`src/logic/spf_pkg.sv`:
```
// Package for the shared pin function selector: register map and widths
package spf_pkg;
	localparam int unsigned DATA_W = 32;
	localparam int unsigned ADDR_W = 8;
	localparam logic [ADDR_W-1:0] GPIO_EN_OFS = 8'h00;
	localparam logic [ADDR_W-1:0] GPIO_DIR_OFS = 8'h04;
	localparam logic [ADDR_W-1:0] GPIO_OUT_OFS = 8'h08;
	localparam logic [ADDR_W-1:0] GPIO_IN_OFS = 8'h0c;
	localparam logic [ADDR_W-1:0] PIN_STAT_OFS = 8'h10;
	localparam int unsigned GPIO_W = 16;
	localparam int unsigned GPIO_UP_LO = 9;
	localparam int unsigned GPIO_UP_HI = 15;
	localparam int unsigned GPIO1_BIT = 1;
	localparam int unsigned GPIO2_BIT = 2;
	localparam int unsigned HOST_W = 32;
	localparam int unsigned PCI_CTL_W = 11;
	localparam int unsigned PCI_ONLY_W = 5;
	localparam int unsigned QUARTER_DIV = 4;
	localparam int unsigned SIXTH_DIV = 6;
	localparam logic [GPIO_W-1:0] GPIO_RST = 16'h0000;
	localparam logic [1:0] RESP_OKAY = 2'b00;
	localparam logic [1:0] RESP_SLVERR = 2'b10;

	typedef struct packed {
		logic [HOST_W-1:0] data;
		logic [PCI_CTL_W-1:0] ctl;
	} spf_shared_t;

	typedef struct packed {
		logic [HOST_W-1:0] o;
		logic [HOST_W-1:0] oe;
	} spf_drive_t;
endpackage

```
`src/logic/spf_pin_mux.sv`:
```
// Shared pin function selector with AXI4-Lite access to GPIO control
//
// Added by the designer: the AXI4-Lite interface to the registers and the address map.
`timescale 1ns/100ps
module spf_pin_mux
	import spf_pkg::*;
(
	input wire logic clk,
	input wire logic sys_rst,
	input wire logic pci_strap,
	input wire logic [ADDR_W-1:0] s_axi_awaddr,
	input wire logic s_axi_awvalid,
	output logic s_axi_awready,
	input wire logic [DATA_W-1:0] s_axi_wdata,
	input wire logic [3:0] s_axi_wstrb,
	input wire logic s_axi_wvalid,
	output logic s_axi_wready,
	output logic [1:0] s_axi_bresp,
	output logic s_axi_bvalid,
	input wire logic s_axi_bready,
	input wire logic [ADDR_W-1:0] s_axi_araddr,
	input wire logic s_axi_arvalid,
	output logic s_axi_arready,
	output logic [DATA_W-1:0] s_axi_rdata,
	output logic [1:0] s_axi_rresp,
	output logic s_axi_rvalid,
	input wire logic s_axi_rready,
	input wire logic [GPIO_W-1:0] gpio_pad_i,
	output logic [GPIO_W-1:0] gpio_pad_o,
	output logic [GPIO_W-1:0] gpio_pad_oe,
	input wire spf_drive_t host_port_drive,
	input wire spf_drive_t pci_ad_drive,
	input wire logic [HOST_W-1:0] host_port_data_pins_i,
	output logic [HOST_W-1:0] host_port_data_pins_o,
	output logic [HOST_W-1:0] host_port_data_pins_oe,
	input wire logic [GPIO_UP_HI:GPIO_UP_LO] pci_upper_o,
	input wire logic [GPIO_UP_HI:GPIO_UP_LO] pci_upper_oe,
	output logic [GPIO_UP_HI:GPIO_UP_LO] pci_upper_i,
	input wire logic [PCI_ONLY_W-1:0] pci_only_o,
	input wire logic [PCI_ONLY_W-1:0] pci_only_oe,
	output logic [PCI_ONLY_W-1:0] pci_only_pad_o,
	output logic [PCI_ONLY_W-1:0] pci_only_pad_oe,
	output logic [HOST_W-1:0] host_port_data_in,
	output logic [HOST_W-1:0] pci_ad_in,
	output logic pci_enabled,
	output logic host_port_enabled
);
	// Synchronisers for pad inputs
	logic strap_m_q, strap_s_q;
	logic [GPIO_W-1:0] gin_m_q, gin_s_q;
	logic [HOST_W-1:0] hd_m_q, hd_s_q;
	always_ff @(posedge clk) begin
		strap_m_q <= pci_strap;
		strap_s_q <= strap_m_q;
		gin_m_q <= gpio_pad_i;
		gin_s_q <= gin_m_q;
		hd_m_q <= host_port_data_pins_i;
		hd_s_q <= hd_m_q;
	end

	// Strap latch, transparent only during reset
	logic pci_sel_q;
	always_ff @(posedge clk) begin
		if (sys_rst) begin
			pci_sel_q <= strap_s_q;
		end
	end

	// Software registers
	logic [GPIO_W-1:0] gpio_en_q, gpio_dir_q, gpio_out_q;
	logic aw_got_q, w_got_q;
	logic [ADDR_W-1:0] aw_addr_q;
	logic [DATA_W-1:0] w_data_q;
	logic [3:0] w_strb_q;
	wire logic wr_go = aw_got_q && w_got_q && !s_axi_bvalid;
	wire logic [GPIO_W-1:0] wmask = {{8{w_strb_q[1]}}, {8{w_strb_q[0]}}};
	wire logic wr_en = wr_go && aw_addr_q == GPIO_EN_OFS;
	wire logic wr_dir = wr_go && aw_addr_q == GPIO_DIR_OFS;
	wire logic wr_out = wr_go && aw_addr_q == GPIO_OUT_OFS;
	wire logic wr_ok = wr_en || wr_dir || wr_out;

	function automatic logic [GPIO_W-1:0] merge(
		input logic [GPIO_W-1:0] old,
		input logic [GPIO_W-1:0] nw,
		input logic [GPIO_W-1:0] m
	);
		merge = (old & ~m) | (nw & m);
	endfunction

	wire logic [GPIO_W-1:0] w_low = w_data_q[GPIO_W-1:0];

	always_ff @(posedge clk) begin
		if (sys_rst) begin
			aw_got_q <= 1'b0;
			w_got_q <= 1'b0;
			aw_addr_q <= '0;
			w_data_q <= '0;
			w_strb_q <= '0;
		end else begin
			if (s_axi_awvalid && s_axi_awready) begin
				aw_got_q <= 1'b1;
				aw_addr_q <= s_axi_awaddr;
			end else if (wr_go) begin
				aw_got_q <= 1'b0;
			end
			if (s_axi_wvalid && s_axi_wready) begin
				w_got_q <= 1'b1;
				w_data_q <= s_axi_wdata;
				w_strb_q <= s_axi_wstrb;
			end else if (wr_go) begin
				w_got_q <= 1'b0;
			end
		end
	end

	always_ff @(posedge clk) begin
		if (sys_rst) begin
			gpio_en_q <= GPIO_RST;
			gpio_dir_q <= GPIO_RST;
			gpio_out_q <= GPIO_RST;
		end else begin
			if (wr_en) begin
				gpio_en_q <= merge(gpio_en_q, w_low, wmask);
			end
			if (wr_dir) begin
				gpio_dir_q <= merge(gpio_dir_q, w_low, wmask);
			end
			if (wr_out) begin
				gpio_out_q <= merge(gpio_out_q, w_low, wmask);
			end
		end
	end

	// Write handshake outputs
	always_ff @(posedge clk) begin
		if (sys_rst) begin
			s_axi_awready <= 1'b0;
			s_axi_wready <= 1'b0;
			s_axi_bvalid <= 1'b0;
			s_axi_bresp <= RESP_OKAY;
		end else begin
			s_axi_awready <= !aw_got_q && !(s_axi_awvalid && s_axi_awready)
				&& !s_axi_bvalid;
			s_axi_wready <= !w_got_q && !(s_axi_wvalid && s_axi_wready)
				&& !s_axi_bvalid;
			if (wr_go) begin
				s_axi_bvalid <= 1'b1;
				s_axi_bresp <= wr_ok ? RESP_OKAY : RESP_SLVERR;
			end else if (s_axi_bready) begin
				s_axi_bvalid <= 1'b0;
			end
		end
	end

	// Clock dividers
	localparam int unsigned QW = $clog2(QUARTER_DIV);
	localparam int unsigned SW = $clog2(SIXTH_DIV);
	logic [QW-1:0] qcnt_q;
	logic [SW-1:0] scnt_q;
	logic qclk_q, sclk_q;
	always_ff @(posedge clk) begin
		if (sys_rst) begin
			qcnt_q <= '0;
			scnt_q <= '0;
			qclk_q <= 1'b0;
			sclk_q <= 1'b0;
		end else begin
			qcnt_q <= qcnt_q + 1'b1;
			if (qcnt_q == QW'(QUARTER_DIV / 2 - 1)) begin
				qclk_q <= ~qclk_q;
			end
			if (qcnt_q == QW'(QUARTER_DIV - 1)) begin
				qclk_q <= ~qclk_q;
			end
			if (scnt_q == SW'(SIXTH_DIV - 1)) begin
				scnt_q <= '0;
			end else begin
				scnt_q <= scnt_q + 1'b1;
			end
			if (scnt_q == SW'(SIXTH_DIV / 2 - 1) ||
				scnt_q == SW'(SIXTH_DIV - 1)) begin
				sclk_q <= ~sclk_q;
			end
		end
	end

	// GPIO availability: upper pins belong to PCI when selected
	logic [GPIO_W-1:0] avail;
	always_comb begin
		avail = {GPIO_W{1'b1}};
		avail[0] = 1'b0;
		for (int i = 3; i < GPIO_UP_LO; i++) begin
			avail[i] = 1'b0;
		end
		for (int i = GPIO_UP_LO; i <= GPIO_UP_HI; i++) begin
			avail[i] = !pci_sel_q;
		end
	end
	wire logic [GPIO_W-1:0] g_on = gpio_en_q & avail;
	wire logic [GPIO_W-1:0] g_oe = g_on & gpio_dir_q;
	wire logic [GPIO_W-1:0] g_in = g_on & ~gpio_dir_q;

	// Pad drive selection
	logic [GPIO_W-1:0] gp_o_d, gp_oe_d;
	always_comb begin
		gp_o_d = gpio_out_q;
		gp_oe_d = g_oe;
		if (!gpio_en_q[GPIO1_BIT]) begin
			gp_o_d[GPIO1_BIT] = qclk_q;
			gp_oe_d[GPIO1_BIT] = 1'b1;
		end
		if (!gpio_en_q[GPIO2_BIT]) begin
			gp_o_d[GPIO2_BIT] = sclk_q;
			gp_oe_d[GPIO2_BIT] = 1'b1;
		end
		for (int i = GPIO_UP_LO; i <= GPIO_UP_HI; i++) begin
			if (pci_sel_q) begin
				gp_o_d[i] = pci_upper_o[i];
				gp_oe_d[i] = pci_upper_oe[i];
			end
		end
	end

	wire spf_drive_t hd_d = pci_sel_q ? pci_ad_drive
		: host_port_drive;

	always_ff @(posedge clk) begin
		if (sys_rst) begin
			gpio_pad_o <= '0;
			gpio_pad_oe <= '0;
			host_port_data_pins_o <= '0;
			host_port_data_pins_oe <= '0;
			pci_only_pad_o <= '0;
			pci_only_pad_oe <= '0;
			pci_upper_i <= '0;
			host_port_data_in <= '0;
			pci_ad_in <= '0;
			pci_enabled <= 1'b0;
			host_port_enabled <= 1'b0;
		end else begin
			gpio_pad_o <= gp_o_d;
			gpio_pad_oe <= gp_oe_d;
			host_port_data_pins_o <= hd_d.o;
			host_port_data_pins_oe <= hd_d.oe;
			pci_only_pad_o <= pci_sel_q ? pci_only_o : '0;
			pci_only_pad_oe <= pci_sel_q ? pci_only_oe : '0;
			pci_upper_i <= pci_sel_q ? gin_s_q[GPIO_UP_HI:GPIO_UP_LO] : '0;
			host_port_data_in <= pci_sel_q ? '0 : hd_s_q;
			pci_ad_in <= pci_sel_q ? hd_s_q : '0;
			pci_enabled <= pci_sel_q;
			host_port_enabled <= !pci_sel_q;
		end
	end

	// Read channel
	logic [DATA_W-1:0] rd_d;
	logic rd_ok;
	always_comb begin
		rd_d = '0;
		rd_ok = 1'b1;
		unique case (s_axi_araddr)
			GPIO_EN_OFS: rd_d[GPIO_W-1:0] = gpio_en_q;
			GPIO_DIR_OFS: rd_d[GPIO_W-1:0] = gpio_dir_q;
			GPIO_OUT_OFS: rd_d[GPIO_W-1:0] = gpio_out_q;
			GPIO_IN_OFS: rd_d[GPIO_W-1:0] = gin_s_q & g_on;
			PIN_STAT_OFS: rd_d[0] = pci_sel_q;
			default: rd_ok = 1'b0;
		endcase
	end

	always_ff @(posedge clk) begin
		if (sys_rst) begin
			s_axi_arready <= 1'b0;
			s_axi_rvalid <= 1'b0;
			s_axi_rdata <= '0;
			s_axi_rresp <= RESP_OKAY;
		end else begin
			s_axi_arready <= !s_axi_rvalid && !s_axi_arready;
			if (s_axi_arvalid && s_axi_arready) begin
				s_axi_rvalid <= 1'b1;
				s_axi_rdata <= rd_d;
				s_axi_rresp <= rd_ok ? RESP_OKAY : RESP_SLVERR;
			end else if (s_axi_rready) begin
				s_axi_rvalid <= 1'b0;
			end
		end
	end

	// Checks
	pci_sel_hold_a: assert property (@(posedge clk)
		!sys_rst && !$past(sys_rst) |-> $stable(pci_sel_q))
		else $error("PCI select changed outside reset");
	sel_output_a: assert property (@(posedge clk)
		!sys_rst && !$past(sys_rst) |-> pci_enabled == pci_sel_q
		&& host_port_enabled == !pci_sel_q)
		else $error("Owner outputs differ from latched select");
	pci_only_off_a: assert property (@(posedge clk)
		disable iff (sys_rst) !pci_sel_q |=> pci_only_pad_oe == '0)
		else $error("PCI-only pad driven while host port selected");
	host_owner_a: assert property (@(posedge clk)
		disable iff (sys_rst) !pci_sel_q
		|=> host_port_data_pins_oe == $past(host_port_drive.oe))
		else $error("Host port lost ownership");
	pci_owner_a: assert property (@(posedge clk)
		disable iff (sys_rst) pci_sel_q
		|=> host_port_data_pins_oe == $past(pci_ad_drive.oe))
		else $error("PCI lost ownership");
	single_owner_a: assert property (@(posedge clk)
		disable iff (sys_rst)
		!$past(sys_rst) |-> host_port_enabled != pci_enabled)
		else $error("Shared pins owner not unique");
	quarter_clk_a: assert property (@(posedge clk)
		disable iff (sys_rst)
		$rose(qclk_q) |-> ##2 $fell(qclk_q) ##2 $rose(qclk_q))
		else $error("Quarter-rate clock period wrong");
	quarter_pin_a: assert property (@(posedge clk)
		disable iff (sys_rst) !gpio_en_q[GPIO1_BIT]
		|=> gpio_pad_oe[GPIO1_BIT] && gpio_pad_o[GPIO1_BIT] == $past(qclk_q))
		else $error("Quarter-rate clock missing at its pin");
	sixth_clk_a: assert property (@(posedge clk)
		disable iff (sys_rst)
		$rose(sclk_q) |-> ##3 $fell(sclk_q) ##3 $rose(sclk_q))
		else $error("Sixth-rate clock period wrong");
	sixth_pin_a: assert property (@(posedge clk)
		disable iff (sys_rst) !gpio_en_q[GPIO2_BIT]
		|=> gpio_pad_oe[GPIO2_BIT] && gpio_pad_o[GPIO2_BIT] == $past(sclk_q))
		else $error("Sixth-rate clock missing at its pin");
	upper_gate_a: assert property (@(posedge clk)
		disable iff (sys_rst)
		pci_sel_q |-> (g_oe[GPIO_UP_HI:GPIO_UP_LO] == '0))
		else $error("Upper GPIO driven while PCI selected");
	gpio_dir_a: assert property (@(posedge clk)
		disable iff (sys_rst)
		g_in != '0 |=> (gpio_pad_oe & $past(g_in)) == '0)
		else $error("Input GPIO pad driven");
	gpio_drive_a: assert property (@(posedge clk)
		disable iff (sys_rst) g_oe != '0
		|=> (gpio_pad_oe & $past(g_oe)) == $past(g_oe)
		&& (gpio_pad_o & $past(g_oe)) == ($past(gpio_out_q) & $past(g_oe)))
		else $error("Output GPIO pad not driven from its register");
	sw_change_a: assert property (@(posedge clk)
		disable iff (sys_rst) wr_en && w_strb_q[1:0] == 2'h3
		|=> gpio_en_q == $past(w_low))
		else $error("Enable write not applied");
endmodule

```
`config.mk`:
```
export PLATFORM = sky130hd
export DESIGN_NAME = spf_pin_mux
export DESIGN_NICKNAME = d
export VERILOG_FILES = /design/src/logic/spf_pkg.sv /design/src/logic/spf_pin_mux.sv
export SDC_FILE = /design/constraint.sdc
export NUM_CORES = 1
export LEC_CHECK = 0
export ABC_AREA = 1
export CAP_MARGIN = 30
export CORE_AREA = 2 2 186 188
export CTS_BUF_LIST = sky130_fd_sc_hd__clkbuf_4 sky130_fd_sc_hd__clkbuf_8
export DETAILED_ROUTE_END_ITERATION = 10
export DIE_AREA = 0 0 188 190
export DONT_BUFFER_PORTS = 1
export GPL_TIMING_DRIVEN = 0
export SETUP_SLACK_MARGIN = 0.15
export SKIP_CTS_REPAIR_TIMING = 1
export SYNTH_ARGS = -nofsm -noshare
export SYNTH_HDL_FRONTEND = slang
export SYNTH_SLANG_ARGS = --single-unit
export TNS_END_PERCENT = 20
```
`constraint.sdc`:
```
create_clock -name clk -period 1.5 [get_ports clk]
set_input_delay 0.225 -clock clk [delete_from_list [all_inputs] [get_ports clk]]
set_output_delay 0.225 -clock clk [all_outputs]
set_load 0.01 [all_outputs]
```
# Word-level counts from Yosys, hierarchy flattened
# Index checks and enable logic that the tools add are counted.
[classes]
n_addsub = 2
eq_ne = 10
mux = 33
n_reduce_logical = 35
bitwise_logic = 14
[op_table]
columns = ["operator", "count"]
rows = [
  ["$and 16x16->16", 7],
  ["$mux 64", 1],
  ["$pmux 15 s4", 1],
  ["$or 16x16->16", 3],
  ["$mux 1", 28],
  ["$eq 8x4->1 const B", 3],
  ["$eq 8x3->1 const B", 2],
  ["$logic_not 8->1", 2],
  ["$not 16->16", 1],
  ["$logic_and 1x1->1", 13],
  ["$reduce_bool 2->1", 5],
  ["$eq 8x5->1 const B", 1],
  ["$logic_not 1->1", 8],
  ["$reduce_or 2->1", 3],
  ["$pmux 1 s5", 1],
  ["$reduce_or 5->1", 1],
  ["$mux 2", 2],
  ["$add 3x1->3 const B", 1],
  ["$eq 3x2->1 const B", 1],
  ["$eq 3x3->1 const B", 1],
  ["$logic_or 1x1->1", 3],
  ["$not 1->1", 3],
  ["$add 2x1->2 const B", 1],
  ["$eq 2x1->1 const B", 1],
  ["$eq 2x2->1 const B", 1],
]
[word_totals]
regBits = 386
input_bits = 260

# Longest topological paths before layout
[logic_depth]
depth_word = 6
ltp_mapped = 9

# Worst setup path before layout
# No wires, ideal clock.
[synth_path]
path_kind = "register -> register"
startpoint = "reg s_axi_bvalid"
endpoint = "reg (tool-made name)"
t_arrival_ps = 1210
path_stages_with_launch = 8
synth_period_minus_slack_ps = 1330
slack_ps = 170
cell_sequence = "dfxtp_1 -> inv_1 -> nand3_4 -> nor2_8 -> nand3_2 -> buf_2 -> o21ai_0 -> a21oi_1"
[synth_lines]
columns = ["item", "line", "text"]
rows = [
  ["start, declared", "spf_pin_mux.sv:19", "output logic s_axi_bvalid,"],
  ["start signal, assigned", "spf_pin_mux.sv:139", "s_axi_bvalid <= 1'b0;"],
  ["start signal, assigned", "spf_pin_mux.sv:147", "s_axi_bvalid <= 1'b1;"],
  ["start signal, assigned", "spf_pin_mux.sv:150", "s_axi_bvalid <= 1'b0;"],
]

# Worst setup path in the final report
[layout_path]
startpoint = "reg pci_sel_q"
endpoint = "reg host_port_data_pins_o[26]"
[layout_via]
elab_chain_cells = 1
[layout_lines]
columns = ["item", "line", "text"]
rows = [
  ["start, declared", "spf_pin_mux.sv:62", "logic pci_sel_q;"],
  ["start signal, assigned", "spf_pin_mux.sv:65", "pci_sel_q <= strap_s_q;"],
  ["$mux 64", "spf_pin_mux.sv:224", "wire spf_drive_t hd_d = pci_sel_q ? pci_ad_drive"],
  ["end signal, assigned", "spf_pin_mux.sv:243", "host_port_data_pins_o <= hd_d.o;"],
  ["end, declared", "spf_pin_mux.sv:34", "output logic [HOST_W-1:0] host_port_data_pins_o,"],
]
# Every way passes these cells.
# A chain may end at the register's enable or synchronous reset.

==> results.env <==
RUN_STATUS='finished clean'
SYNTHDISTINCTLIBCELLS=31
PLACE.GP.CONGESTION=0.909
NUMBER_OF_INSTANCES_IN_THE_SYNTHESIZED_NETLIST=1148
WORSTREG2REGSTART='pci_sel_q$_DFFE_PP_'
FLOORPLAN.DIE_AREA_MM2=0.0357
MAXCAPVIOLATIONS=0
FIRST_ITER_VIOLATIONS=419
MAIN_COMBINATIONAL_CELL_FAMILY_BY_AREA_AFTER_SYNTHESIS='compound AO/OA/AOI/OAI gates'
SYNTH-ADDER-AREA-SHARE=0.00560
CTSHTREEMAXLEVEL=2
ACHIEVABLE-FREQUENCY_MHz=674
ANTENNA_FOUND_INITIAL=2
WP_DATA_ARRIVAL_PS=1960
SYNTH_COMPOUND_GATE_AREA_SHARE=0.138
WORST_SETUP_PATH_START_KIND='register'
POWER.IR.VDD_WORST_V=0.000758
INSTANCE_COUNT_AFTER_PLACEMENT_WITH_TAP_CELLS_INCLUDED=1627
PORTBUFFERS=0
GRT_FIRST_PASS_WIRELENGTH_MM=47.0
GRT_SETUP_UNREPAIRED='yes'
POST_DRT_VIA_CELL_RATIO=4.58
CELLPOWERDENSITY_mW_PER_MM2=1320
WORST_R2R_ENDPOINT='host_port_data_pins_o[26]$_SDFF_PP0_'
CTS.REPORTEDPATHS.CLKPINSLEW_PS=60
DRCVIOLATIONCOUNT=0
FF2FF_SETUP_SLACK_PS=20
FINALWIRELENGTH_MM=37.6
SYNTHSIMPLEGATEAREAFRAC=0.122
CRITICAL_PATH_RT_PS=1980
TIMING.CRITICAL_PATH.CELLS='inv_4, nor2_4, buf_12, buf_12, buf_8, a22o_1'
POST-DP-HPWL_MM=25.9
FINAL_HOLD_FAILS=0
CLKLATENCYLATEPIN_PS=610
FRACTION_OF_LAYOUT_INSTANCES_USING_A_DRIVE_STRENGTH_ABOVE_1=0.171
CRITICAL_PATH.MAX_FANOUT=9
PLACE_WORST_SETUP_SLACK_PS=-415
FINAL_SETUP_VIOLATING_ENDPOINTS=0
NETS=1739
INITIAL_CORE_UTIL=0.329
WORSTHOLDPATHCELLS=2
FINISH.CELL_COUNT_WITHOUT_FILLERS=1976
WORST_HOLD_PATH.ENDPOINT='s_axi_rvalid$_SDFFE_PP0P_'
WIRELENGTH_PER_CELL_UM=19.0
REPORT.FINAL.SLEW_VIOL_COUNT=0
GRT_USE_TOTAL=0.175
CLOCK_TREE.BUFFER_DEPTH=3
CP_COMMON_CELL='sky130_fd_sc_hd__buf_12'
PERIOD_SHARE=0.989
FILLERS=2998
SYNTH.AREA.MUX_SHARE=0
NUM_VIAS=9042
PORTS_PLACED_ON_THE_BOUNDARY=480
SYNTH.YOSYS.WARNINGS=0
MIN_PATH_TYPE='input pin to register'
CLOCK_TREE_FROM_TRITONCTS='built'
SYNTH_XOR_XNOR_AREA_SHARE=0.000784
DETAIL_ROUTE_ANTENNA_NETS=0
AVGSYNTHCELLAREA_UM2=9.74
SYNTH.CELL_AREA_MM2=0.0112
SYNTH_SEQUENTIAL_AREA_RATIO=0.651
REG2REGPATHDEPTH=6
LAYOUT.CELLS.MOST_COMMON_LIST='sky130_fd_sc_hd__dfxtp_1, sky130_fd_sc_hd__dlygate4sd3_1, sky130_fd_sc_hd__nor2_1, sky130_fd_sc_hd__inv_1, sky130_fd_sc_hd__nand2_1'
SYNTH-SEQ-CELLS=363
TRITONROUTE_PASS_1_ITERS=5
WORST-PATH-BUF-INV=4
CP_SLOWEST_CELL='sky130_fd_sc_hd__edfxtp_1'
GRT_START_MAX_NET_PINS=18
PLACEMENTROWS=68
CRITICAL_PATH.ENDPOINT_TYPE='register'
CTS_SINKS=363
TIMING_WORST_SLEW_PIN_VALUE_PS=635
POST-ROUTE-WORST-SETUP-SLACK_PS=16.6
TIMING.FINAL.CRIT_PERIOD_PS=1480
LEAK_PWR_nW=6.83
GRT_PASS1_VIAS=7461
DIE_H_UM=190
MOST_COMMON_CELL_AFTER_LAYOUT_FILL_AND_TAPS_ASIDE='sky130_fd_sc_hd__dfxtp_1'
CORE_MM2=0.0339
CLOCK_TREE.ROOT_CELL='sky130_fd_sc_hd__clkbuf_8'
CRITICAL_SETUP_PATH_KIND='register to register'
CPLARGESTDELAYFAMILY='buffers and inverters'
HOLD_PATH_ORIGIN='sys_rst'
SYN_TO_FINAL_GROWTH_PCT=44.4
SLOWEST_DELAY_PS=500
TIMING.CLOCK.SKEW_PS=47.8
DIE_W_UM=188
MAX-SLEW-MARGIN-REL=0.577
NUMCTSBUFFERS=57
GRT_REMAINING_OVERFLOW=0
## worst max path at each step
stage	start	to	slack, ps	depth (start not counted)
floorplan	s_axi_bvalid$_SDFFE_PP0P_	register	170	7
global placement	pci_sel_q$_DFFE_PP_	host_port_data_pins_o[26]$_SDFF_PP0_	-470	5
detailed placement	pci_sel_q$_DFFE_PP_	host_port_data_pins_o[26]$_SDFF_PP0_	-420	5
CTS	pci_sel_q$_DFFE_PP_	host_port_data_pins_o[26]$_SDFF_PP0_	-450	5
global route	aw_addr_q[0]$_SDFFE_PP0P_	register	-20	7
finish	pci_sel_q$_DFFE_PP_	host_port_data_pins_o[26]$_SDFF_PP0_	20	6
## power breakdown
part	leakage (nW)	total [mW]	switching, mW	internal (mW)
clock	0.689	9.20	3.90	5.29
sequential	3.00	10.5	0.372	10.1
combinational	3.14	1.57	0.760	0.813
total	6.83	21.2	5.04	16.2
## final cells by class
cell class	count	area [µm²]	area share
flip-flops and latches	363	7290	0.452
clock inverters	10	128	0.00791
inverters	124	493	0.0305
diodes	2	5.00	0.000310
multi-input cells	605	3340	0.207
well taps	455	569	0.0353
clock buffers	94	1170	0.0724
repair buffers	243	2490	0.154
plain buffers	80	658	0.0408
## routing by layer
metal / vias up / global-route usage / wire length, µm
met1: 4240 / 0.192 / 13600
met5: - / 0 / 13
li1: 4331 / - / -
met3: 88 / 0.0544 / 2530
met2: 381 / 0.321 / 20200
met4: 2 / 0.0603 / 1200
## cell families (layout without fill, tap and decap cells)
logic type                 count (synthesis)  after routing
DFF                                      363            363
and+or+nand+nor                          322            322
AOI/OAI and AO/OA                        252            252
buffers and inverters                    204            551
adders and majority gates                  5              5
other                                      1             27
xor gates and xnor gates                   1              1
## synth_stat cells, drive strengths merged
cell    number  area (µm²)
xnor2        1        8.76
edfxtp       1        30.0
clkinv       1        3.75
a32o         7        70.1
nand3       45         268
nor3         4        20.0
nand2       97         367
nor2       174         697
conb         1        3.75
a21oi       76         380
clkbuf      24        90.1
o211ai       2        15.0
buf         56         364
a22o        64         561
dfxtp      362        7250
and3         1        6.26
ha           5        62.6
nor3b        1        7.51
inv        123         462
o21ai      103         516
## worst reg2reg max path, delay by kind of cell (launching register included)
family,cells,cell delay (ps)
compound gates,1,240
buf+inv,4,560
flops,1,500
simple gates,1,50
## stage by stage
step / power (mW) / hold slack (ps) / util / TNS, ps / area (µm²)
finish: 21.2 / 18.2 / 0.475 / 0 / 16100
global route: 22.0 / 2.48 / 0.475 / -80.9 / 16100
CTS: 20.7 / -425 / 0.387 / -30940 / 13100
detailed placement: 11.5 / 253 / 0.349 / -22990 / 11800
global placement: 11.5 / 253 / 0.349 / -23860 / 11800
floorplan: 11.2 / 253 / - / 0 / 11300
Power figures use the tool's default switching activity.
